$ cat src/rtl/dram_cmd_pkg.sv
`default_nettype none
package dram_cmd_pkg;

   // ---------------------------------------------------------------
   // sizes and constants
   // ---------------------------------------------------------------
   localparam int NB = 4;
   localparam int BW = 2;
   localparam int CW = 8;
   localparam logic [CW-1:0] CNT_ONE  = 8'h01;
   localparam logic [CW-1:0] CNT_ZERO = 8'h00;
   localparam logic [CW-1:0] CNT_MAX  = 8'hFF;

   typedef enum logic [2:0]
   {
      CMD_NOP, CMD_ACT, CMD_RD, CMD_WR, CMD_PRE, CMD_REF, CMD_MRS, CMD_BST
   } cmd_e;

   typedef enum logic [2:0]
   {
      ST_IDLE, ST_ACTIVATING, ST_ACTIVE, ST_READ, ST_WRITE,
      ST_PRECHARGING, ST_READ_AP, ST_WRITE_AP
   } bank_st_e;

   typedef enum logic [1:0] {G_NONE, G_REFRESH, G_MODE, G_PRE_ALL} glob_e;

   // delays in clock cycles
   typedef struct packed
   {
      logic [CW-1:0] row_precharge_delay;
      logic [CW-1:0] activate_to_column_delay;
      logic [CW-1:0] refresh_cycle_delay;
      logic [CW-1:0] mode_load_delay;
      logic [CW-1:0] write_to_read_delay;
      logic [CW-1:0] self_refresh_exit_delay;
      logic [3:0]    burst_length;
      logic [2:0]    cas_latency;
   } cfg_s;

   // view of the device state that legality depends on
   typedef struct packed
   {
      bank_st_e [NB-1:0] st;
      logic              busy;
      logic [BW-1:0]     last_rd;
      logic              ap_valid;
      logic              ap_wr;
      logic [BW-1:0]     ap_bank;
      logic [CW-1:0]     ap_gap;
   } ctx_s;

   // ---------------------------------------------------------------
   // command decode and legality
   // ---------------------------------------------------------------
   function automatic cmd_e decode(input logic cs_n, input logic ras_n,
                                   input logic cas_n, input logic we_n);
      cmd_e c;
      c = CMD_NOP;
      if (!cs_n)
      begin
         case ({ras_n, cas_n, we_n})
            3'h3:    c = CMD_ACT;
            3'h5:    c = CMD_RD;
            3'h4:    c = CMD_WR;
            3'h2:    c = CMD_PRE;
            3'h1:    c = CMD_REF;
            3'h0:    c = CMD_MRS;
            3'h6:    c = CMD_BST;
            default: c = CMD_NOP;
         endcase
      end
      return c;
   endfunction

   function automatic logic cmd_legal(input ctx_s c, input cfg_s g,
                                      input cmd_e cmd,
                                      input logic [BW-1:0] b,
                                      input logic a10);
      logic          ok;
      logic [CW-1:0] half;
      logic [CW-1:0] need;
      bank_st_e      s;
      half = CW'(g.burst_length >> 1);
      need = CNT_ONE;
      s    = c.st[b];
      ok   = 1'b0;
      case (cmd)
         CMD_NOP: ok = 1'b1;
         CMD_REF, CMD_MRS:
         begin
            ok = 1'b1;
            for (int i = 0; i < NB; i++)
               ok = ok && c.st[i] == ST_IDLE;
         end
         CMD_BST: ok = c.st[c.last_rd] == ST_READ;
         CMD_ACT: ok = s == ST_IDLE;
         CMD_RD:  ok = s == ST_ACTIVE || s == ST_READ || s == ST_WRITE;
         CMD_WR:  ok = s == ST_ACTIVE || s == ST_WRITE;
         CMD_PRE:
         begin
            ok = s == ST_ACTIVE || s == ST_READ || s == ST_WRITE;
            if (a10)
               for (int i = 0; i < NB; i++)
                  ok = (i == 0 ? 1'b1 : ok) && (c.st[i] == ST_IDLE ||
                       c.st[i] == ST_ACTIVE || c.st[i] == ST_READ ||
                       c.st[i] == ST_WRITE);
         end
         default: ok = 1'b0;
      endcase
      // a read burst in flight elsewhere forbids a write
      for (int i = 0; i < NB; i++)
         if (cmd == CMD_WR && i != int'(b) && c.st[i] == ST_READ)
            ok = 1'b0;
      // concurrent auto precharge spacing to another bank
      if (c.ap_valid && c.ap_bank != b && (cmd == CMD_RD || cmd == CMD_WR))
      begin
         if (c.ap_wr)
            need = cmd == CMD_RD ?
                   CW'(CNT_ONE + half + g.write_to_read_delay) : half;
         else
            need = cmd == CMD_RD ? half : CW'(half + CW'(g.cas_latency));
      end
      if (c.ap_valid && c.ap_gap < need)
         ok = 1'b0;
      if (c.busy && cmd != CMD_NOP)
         ok = 1'b0;
      return ok;
   endfunction

endpackage
`default_nettype wire

$ cat src/rtl/dram_cmd_if.sv
`timescale 1ns/1ns
`default_nettype none
interface dram_cmd_if import dram_cmd_pkg::*; ();
   logic          cke;
   logic          cs_n;
   logic          ras_n;
   logic          cas_n;
   logic          we_n;
   logic          a10;
   logic [BW-1:0] ba;

   modport ctrl (output cke, cs_n, ras_n, cas_n, we_n, a10, ba);
   modport dev  (input  cke, cs_n, ras_n, cas_n, we_n, a10, ba);
endinterface
`default_nettype wire

$ cat src/rtl/dram_dev_end.sv
// Summary of operation
// - idle only after precharge delay elapsed
// - row active after activate-to-column delay, no burst
// - read/write state lasts for non-AP burst
// - precharging lasts precharge delay, then idle
// - activating lasts activate-to-column delay, then active
// - auto-precharge burst busy until precharge done
// - busy bank takes only nop or others
// - refresh busy for refresh delay, then idle
// - mode load busy for its delay, nop only
// - precharge all busy for precharge delay
// - refresh and mode load need all idle
// - burst terminate stops latest read burst
// - checks apply with clock enable high twice
// - unlisted state and command pairs are illegal
// - every precharged bank must allow precharging
// - read over write burst needs data masking
// - auto-precharge bank allows other bank commands
// - write after read-AP waits for data out
// - write-AP spacing: read, write, precharge/activate (code spaces only read and write, not precharge/activate)
// - read-AP spacing: read, write, precharge/activate (code spaces only read and write, not precharge/activate)
// - address ten selects all-bank precharge
// - decode select, row, column, write strobes
`timescale 1ns/1ns
`default_nettype none
module dram_dev_end import dram_cmd_pkg::*;
(
   // clock and reset
   input  wire logic              mclk,
   input  wire logic              sys_rst,
   // command link
   dram_cmd_if.dev                link,
   // delays
   input  wire cfg_s              cfg,
   // error report
   input  wire logic              err_clear,
   output var  logic              err,
   output var  logic [BW-1:0]     err_bank,
   output var  cmd_e              err_cmd,
   // status
   output var  logic              cmd_taken,
   output var  glob_e             glob_state,
   output var  bank_st_e [NB-1:0] bank_state
);
   // ---------------------------------------------------------------
   // state
   // ---------------------------------------------------------------
   typedef struct packed
   {
      logic          cke_prev;
      glob_e         glob;
      logic [CW-1:0] gcnt;
      logic [CW-1:0] xcnt;
      logic [BW-1:0] last_rd;
      logic          ap_valid;
      logic          ap_wr;
      logic [BW-1:0] ap_bank;
      logic [CW-1:0] ap_gap;
      logic          err;
      logic [BW-1:0] err_bank;
      cmd_e          err_cmd;
      logic          taken;
   } dev_s;

   localparam dev_s DEV_RESET = '{
      cke_prev: 1'b0, glob: G_NONE, gcnt: CNT_ZERO, xcnt: CNT_ZERO,
      last_rd: '0, ap_valid: 1'b0, ap_wr: 1'b0, ap_bank: '0,
      ap_gap: CNT_ZERO, err: 1'b0, err_bank: '0, err_cmd: CMD_NOP,
      taken: 1'b0};

   dev_s            cur;
   dev_s            next_cur;
   ctx_s            ctx;
   cmd_e            cmd;
   logic            live;
   logic            ok;
   logic            acc;
   logic            bad;
   logic            pre_all;
   logic [NB-1:0]   hit;

   assign err        = cur.err;
   assign err_bank   = cur.err_bank;
   assign err_cmd    = cur.err_cmd;
   assign cmd_taken  = cur.taken;
   assign glob_state = cur.glob;

   // ---------------------------------------------------------------
   // decode and legality
   // ---------------------------------------------------------------
   always_comb
   begin
      cmd = decode(link.cs_n, link.ras_n, link.cas_n, link.we_n);
      // checking only when clock enable held high on both edges
      live = cur.cke_prev && link.cke;
      ctx.st       = bank_state;
      ctx.busy     = cur.glob != G_NONE ||
                     cur.xcnt != CNT_ZERO;
      ctx.last_rd  = cur.last_rd;
      ctx.ap_valid = cur.ap_valid;
      ctx.ap_wr    = cur.ap_wr;
      ctx.ap_bank  = cur.ap_bank;
      ctx.ap_gap   = cur.ap_gap;
      ok  = cmd_legal(ctx, cfg, cmd, link.ba, link.a10);
      acc = live && ok && cmd != CMD_NOP;
      bad = live && !ok;
      pre_all = acc && cmd == CMD_PRE && link.a10;
   end

   // ---------------------------------------------------------------
   // banks
   // ---------------------------------------------------------------
   genvar gi;
   generate
      for (gi = 0; gi < NB; gi++)
      begin : g_bank
         // bank select ignored for all-bank precharge
         assign hit[gi] = acc && !pre_all && link.ba == BW'(gi) &&
                          cmd != CMD_BST;
         bank_track u_bank
         (
            .mclk    (mclk),
            .sys_rst (sys_rst),
            .cfg     (cfg),
            .hit     (hit[gi]),
            .cmd     (cmd),
            .a10     (link.a10),
            .pre_all (pre_all),
            .bst_hit (acc && cmd == CMD_BST &&
                      cur.last_rd == BW'(gi)),
            .st      (bank_state[gi])
         );
      end
   endgenerate

   // ---------------------------------------------------------------
   // global sequencing and error capture
   // ---------------------------------------------------------------
   always_comb
   begin
      next_cur          = cur;
      next_cur.cke_prev = link.cke;
      next_cur.taken    = acc;
      // exit from low clock enable waits out the exit delay
      if (!cur.cke_prev && link.cke)
         next_cur.xcnt = cfg.self_refresh_exit_delay;
      else if (cur.xcnt != CNT_ZERO)
         next_cur.xcnt = cur.xcnt - CNT_ONE;

      if (cur.glob != G_NONE)
      begin
         if (cur.gcnt <= CNT_ONE)
            next_cur.glob = G_NONE;
         else
            next_cur.gcnt = cur.gcnt - CNT_ONE;
      end
      if (acc && cmd == CMD_REF)
      begin
         next_cur.glob = G_REFRESH;
         next_cur.gcnt = cfg.refresh_cycle_delay;
      end
      if (acc && cmd == CMD_MRS)
      begin
         next_cur.glob = G_MODE;
         next_cur.gcnt = cfg.mode_load_delay;
      end
      if (pre_all)
      begin
         next_cur.glob = G_PRE_ALL;
         next_cur.gcnt = cfg.row_precharge_delay;
      end

      // gap saturates well above every spacing minimum
      if (cur.ap_gap != CNT_MAX)
         next_cur.ap_gap = cur.ap_gap + CNT_ONE;
      if (acc && (cmd == CMD_RD || cmd == CMD_WR))
      begin
         if (cmd == CMD_RD)
            next_cur.last_rd = link.ba;
         if (link.a10)
         begin
            next_cur.ap_valid = 1'b1;
            next_cur.ap_wr    = cmd == CMD_WR;
            next_cur.ap_bank  = link.ba;
            next_cur.ap_gap   = CNT_ONE;
         end
      end

      // a new error wins over a clear in the same cycle
      if (bad)
      begin
         next_cur.err      = 1'b1;
         next_cur.err_bank = link.ba;
         next_cur.err_cmd  = cmd;
      end
      else if (err_clear)
         next_cur.err = 1'b0;
   end

   always_ff @(posedge mclk or posedge sys_rst)
   begin
      if (sys_rst)
         cur <= DEV_RESET;
      else
         cur <= next_cur;
   end
endmodule
`default_nettype wire

$ cat src/rtl/bank_track.sv
`timescale 1ns/1ns
`default_nettype none
module bank_track import dram_cmd_pkg::*;
(
   // clock and reset
   input  wire logic     mclk,
   input  wire logic     sys_rst,
   // delays
   input  wire cfg_s     cfg,
   // accepted command
   input  wire logic     hit,
   input  wire cmd_e     cmd,
   input  wire logic     a10,
   input  wire logic     pre_all,
   input  wire logic     bst_hit,
   // bank state
   output var  bank_st_e st
);
   typedef struct packed
   {
      bank_st_e      st;
      logic [CW-1:0] cnt;
   } trk_s;

   trk_s          cur;
   trk_s          next_cur;
   logic          done;
   logic          rd;
   logic [CW-1:0] half;

   assign st = cur.st;

   always_comb
   begin
      next_cur = cur;
      half     = CW'(cfg.burst_length >> 1);
      done     = cur.cnt <= CNT_ONE;
      rd       = cmd == CMD_RD;
      if (!done)
         next_cur.cnt = cur.cnt - CNT_ONE;
      case (cur.st)
         ST_IDLE:
         begin
            if (pre_all)
            begin
               next_cur.st  = ST_PRECHARGING;
               next_cur.cnt = cfg.row_precharge_delay;
            end
            else if (hit && cmd == CMD_ACT)
            begin
               next_cur.st  = ST_ACTIVATING;
               next_cur.cnt = cfg.activate_to_column_delay;
            end
         end
         ST_ACTIVATING:
            if (done)
               next_cur.st = ST_ACTIVE;
         ST_ACTIVE, ST_READ, ST_WRITE:
         begin
            if (cur.st != ST_ACTIVE &&
                (done || (bst_hit && cur.st == ST_READ)))
               next_cur.st = ST_ACTIVE;
            if (pre_all || (hit && cmd == CMD_PRE))
            begin
               next_cur.st  = ST_PRECHARGING;
               next_cur.cnt = cfg.row_precharge_delay;
            end
            else if (hit && (rd || cmd == CMD_WR))
            begin
               // auto precharge covers the burst plus the precharge
               if (a10)
               begin
                  next_cur.st  = rd ? ST_READ_AP : ST_WRITE_AP;
                  next_cur.cnt = CW'(half + cfg.row_precharge_delay);
               end
               else
               begin
                  next_cur.st  = rd ? ST_READ : ST_WRITE;
                  next_cur.cnt = half;
               end
            end
         end
         ST_PRECHARGING, ST_READ_AP, ST_WRITE_AP:
            if (done)
               next_cur.st = ST_IDLE;
         default: next_cur.st = ST_IDLE;
      endcase
   end

   always_ff @(posedge mclk or posedge sys_rst)
   begin
      if (sys_rst)
         cur <= '{st: ST_IDLE, cnt: CNT_ZERO};
      else
         cur <= next_cur;
   end
endmodule
`default_nettype wire

$ cat src/flat_wrapper.sv
// flat-port wrapper written by rule: the top's interface ports become plain ports
module dram_dev_end_flat import dram_cmd_pkg::*;
  (mclk, sys_rst, cfg, err_clear, err, err_bank, err_cmd, cmd_taken, glob_state, bank_state, link_cke, link_cs_n, link_ras_n, link_cas_n, link_we_n, link_a10, link_ba);
  dram_cmd_if link_i ();
  input  wire logic mclk;
  input  wire logic sys_rst;
  input  wire cfg_s cfg;
  input  wire logic err_clear;
  output var  logic err;
  output var  logic [BW-1:0] err_bank;
  output var  cmd_e err_cmd;
  output var  logic cmd_taken;
  output var  glob_e glob_state;
  output var  bank_st_e [NB-1:0] bank_state;
  input wire logic [$bits(link_i.cke)-1:0] link_cke;
  input wire logic [$bits(link_i.cs_n)-1:0] link_cs_n;
  input wire logic [$bits(link_i.ras_n)-1:0] link_ras_n;
  input wire logic [$bits(link_i.cas_n)-1:0] link_cas_n;
  input wire logic [$bits(link_i.we_n)-1:0] link_we_n;
  input wire logic [$bits(link_i.a10)-1:0] link_a10;
  input wire logic [$bits(link_i.ba)-1:0] link_ba;
  assign link_i.cke = link_cke;
  assign link_i.cs_n = link_cs_n;
  assign link_i.ras_n = link_ras_n;
  assign link_i.cas_n = link_cas_n;
  assign link_i.we_n = link_we_n;
  assign link_i.a10 = link_a10;
  assign link_i.ba = link_ba;
  dram_dev_end u_core (.mclk(mclk), .sys_rst(sys_rst), .link(link_i), .cfg(cfg), .err_clear(err_clear), .err(err), .err_bank(err_bank), .err_cmd(err_cmd), .cmd_taken(cmd_taken), .glob_state(glob_state), .bank_state(bank_state));
endmodule
$ cat config.mk
export PLATFORM = sky130hd
export DESIGN_NAME = dram_dev_end_flat
export DESIGN_NICKNAME = d
export VERILOG_FILES = /design/src/rtl/dram_cmd_pkg.sv /design/src/rtl/dram_cmd_if.sv /design/src/rtl/dram_dev_end.sv /design/src/rtl/bank_track.sv /design/src/flat_wrapper.sv
export SDC_FILE = /design/constraint.sdc
export NUM_CORES = 1
export LEC_CHECK = 0
export ABC_AREA = 1
export BUFFER_PORTS_ARGS = -buffer_cell sky130_fd_sc_hd__buf_2
export CORE_UTILIZATION = 30
export CTS_BUF_LIST = sky130_fd_sc_hd__clkbuf_8 sky130_fd_sc_hd__clkbuf_16
export DETAILED_ROUTE_END_ITERATION = 10
export GPL_ROUTABILITY_DRIVEN = 0
export PLACE_DENSITY = 0.5
export SYNTH_ARGS = -nofsm -noshare
export SYNTH_HDL_FRONTEND = slang
export SYNTH_SLANG_ARGS = --single-unit
export TNS_END_PERCENT = 10
$ cat constraint.sdc
create_clock -name mclk -period 8.8 [get_ports mclk]
set_clock_uncertainty 0.1 [all_clocks]
set_input_delay 1.76 -clock mclk [delete_from_list [all_inputs] [get_ports mclk]]
set_output_delay 1.76 -clock mclk [all_outputs]
set_load 0.01 [all_outputs]
==> run metrics <==
R2R Path Start u_core.ctx[10]; syn avg cell area about 6.2 um2; Mapped Cells roughly 1300; Max-Slew Margin vs Limit ~31%; top-area cell type share of the netlist area approximately a quarter; Post-DRT Antenna Nets 0; WL met3 between 1.5 and 2 mm; root buf cell clkbuf_16; TNS Setup 0 ns; Vias approximately 8900; I/O pin count a little under 90; CTS tree built; commonest non-fill, non-tap cell in the layout nand2_1; die width 167.6 um; endpoint class of the critical path flip-flop; H-tree depth 3; Critical Path RT approximately 9.0 ns; pin count of the biggest net entering global routing 49; Post-Synth XOR/XNOR Area 3.512%; # resized after CTS 0; Placement Setup Slack 2.137 ns; Tightest Pin Transition 1.030 ns; Max Root-Sink Buffers 2; LEAKAGE approximately 4.7 nW; Starting DRT DRC Count 636; critical path startpoint cfg[5]; cts hold-fix bufs 0; All-Layer GR Usage roughly a fifth; net count after synthesis around 1400; maximum vdd ir drop roughly 0.076 mV; period utilization between 70% and 80%; Min-Delay Startpoint u_core.err_cmd[0]; final setup fails 0; critical path data arrival time ~6.4 ns; Synth area leaders dfrtp_1 (26%), nand2_1 (15%), o21ai_0 (7.9%); Initial Util 30.53%; run status complete, no violations; clk sink count 84; Seq/Total Area, Yosys between 20% and 30%; grt ovf 0; Clock Latency Late Sink 0.36 ns; CP cell instances buf_2 > ha_1 > xor2_1 > ha_1 > nand3_1 > and2_1 > nor2_1 > o21ai_0 > or2_2 > nor2_1 > or2_2 > nand3_1 > ha_1 > nand2_1 > nor2_1 > a2111oi_0 > nand2_4 > nand4_1 > buf_4 > inv_2 > nor3_4 > inv_2 > nand3_1 > nand2_1; Hold Path Cell Cnt 2; First-pass DRT Iterations 7; antenna violations before repair 1; final WL 29.23 mm; Hold Fails Final Rpt 0; Min Hold Slack roughly 0.38 ns; Slew Limit Fails 0; input/output buffers between 80 and 90; slowest stage delay, CP 0.59 ns; DR WL/cell around 17 um; fin nets 1484; top sig layer met4; fraction of registers with async set/reset 100.0%; Final HPWL DP between 20 and 25 mm; Max Cap Viol 0; worst setup margin around 2.5 ns; Cell Area, Synth 0.008229 mm2; number of global-route vias before repair 8140; crit path max fanout 26; Inserted Clock Buffers 9; startpoint type of the worst setup path primary input; EDFF count, synth 0; Period minus WS final ~6.3 ns; Worst-path clk slew about 0.070 ns; synth unique cells 44; row count 60; vias per cell slightly above 5; worst path bufs/invs 4; FF+latch count, synth 84; Worst Setup Path Type in -> reg; Synthesis Warnings 0; area leader, netlist dfrtp_1; Crit path depth 24; Layout Utilization between 30% and 40%; Synth Area in Compound Gates 17.18%; multiplexer share of the synthesized area less than 1%; Remaining DRCs 0; Die Area 0.02810 mm2; worst hold path type reg -> reg; Post-CTS Repair Setup Buffers 0; Syn-to-layout area delta 12.29%; RSZ-0062 raised after global routing false; die height ~170 um; delay-heaviest family, CP simple AND/OR/NAND/NOR gates; main combinational cell family by area after synthesis simple AND/OR/NAND/NOR gates; Critical-path top delay cell a2111oi_0; f_max 0.1596 GHz; DRT met1 WL roughly 14 mm; met2 WL between 10 and 15 mm; PwrDens 154.0 mW/mm2; post-synthesis simple-gate area fraction between 30% and 40%; post-synthesis adder-cell area fraction under 10%; Core Region 0.02695 mm2; share of cells above drive strength 1 between 10 and 15%; commonest cells after routing, fill and taps aside nand2_1 (327), inv_1 (166), nor2_1 (159); first-pass GRT wire length 45.46 mm; ys flop type dfrtp_1; R2R depth 15
metrics by stage:
stage / std cells / area, um2 / power, W
floorplan: 1326 / 8229 / 0.0008189
CTS: 1728 / 9238 / 0.001436
detailed placement: 1713 / 8865 / 0.0009338
global route: 1728 / 9238 / 0.001519
finish: 1729 / 9240 / 0.001423
global placement: 1713 / 8865 / 0.0009303
per-layer routing:
layer	vias to the layer above	global-route usage [%]
li1	4444	-
met1	4072	29.16
met2	298	33.28
met3	36	2.836
met4	0	7.100
met5	-	0
cell families after synthesis:
| kind of cell | count (synthesis) |
|---|---|
| AOI/OAI and AO/OA | 253 |
| and+or+nand+nor | 693 |
| muxes | 1 |
| buffers and inverters | 227 |
| DFF | 84 |
| adders and majority gates | 35 |
| xor gates and xnor gates | 33 |
flip-flops by register name, indices dropped and copies added (netlist names):
signal,count
u_core.err,1
u_core.ctx,14
u_core.cmd_taken,1
u_core.err_bank,2
u_core.g_bank.u_bank.st,12
u_core.err_cmd,3
u_core.g_bank.u_bank.cur,32
u_core.glob_state,2
u_core.cur,17
report_power, final:
group | leakage, nW | internal [W] | switching, W
Combinational | 3.51 | 0.000164 | 0.000256
Sequential | 0.990 | 0.000448 | 0.0000614
Clock | 0.182 | 0.000320 | 0.000174
synthesized netlist by cell type, drive strengths merged, types with 8 or more instances:
cell type	count
a21oi	59
buf	31
clkbuf	14
dfrtp	84
ha	32
inv	180
nand2	333
nand3	123
nand4	18
nor2	170
nor3	31
o211ai	35
o21ai	141
o21bai	8
xnor2	11
xor2	22
worst register-to-register path: cells and delay by family, from the launching register on:
family	cells	cell delay [ns]
AO/OA/AOI/OAI	2	0.73
adder cells (fa/ha/maj)	1	0.34
buffers and inverters	4	0.89
flip-flops	1	0.46
AND/OR/NAND/NOR	8	1.78
final timing paths:
kind                                             endpoint  slack (ns)
max in group asynchronous  u_core.g_bank[2].u_bank.cur[3]        6.10
max                                        u_core.cur[36]        2.54
min reg2reg                             u_core.err_cmd[0]        0.38
max reg2reg                                u_core.cur[36]        4.39
min                                     u_core.err_cmd[0]        0.38
min in group asynchronous               u_core.err_cmd[0]        1.36
final cells by class:
class                      count  area (um2)
sequential                    84        2102
inverter                     182       684.4
clock inverter                 4       120.1
fill                        3005       17710
antenna                        1       2.502
multi-input combinational   1015        5181
timing repair buffer          91       470.5
clock buffer                  11       252.7
tap                          341       426.7
Note: power is estimated with default switching activity, not from simulation.
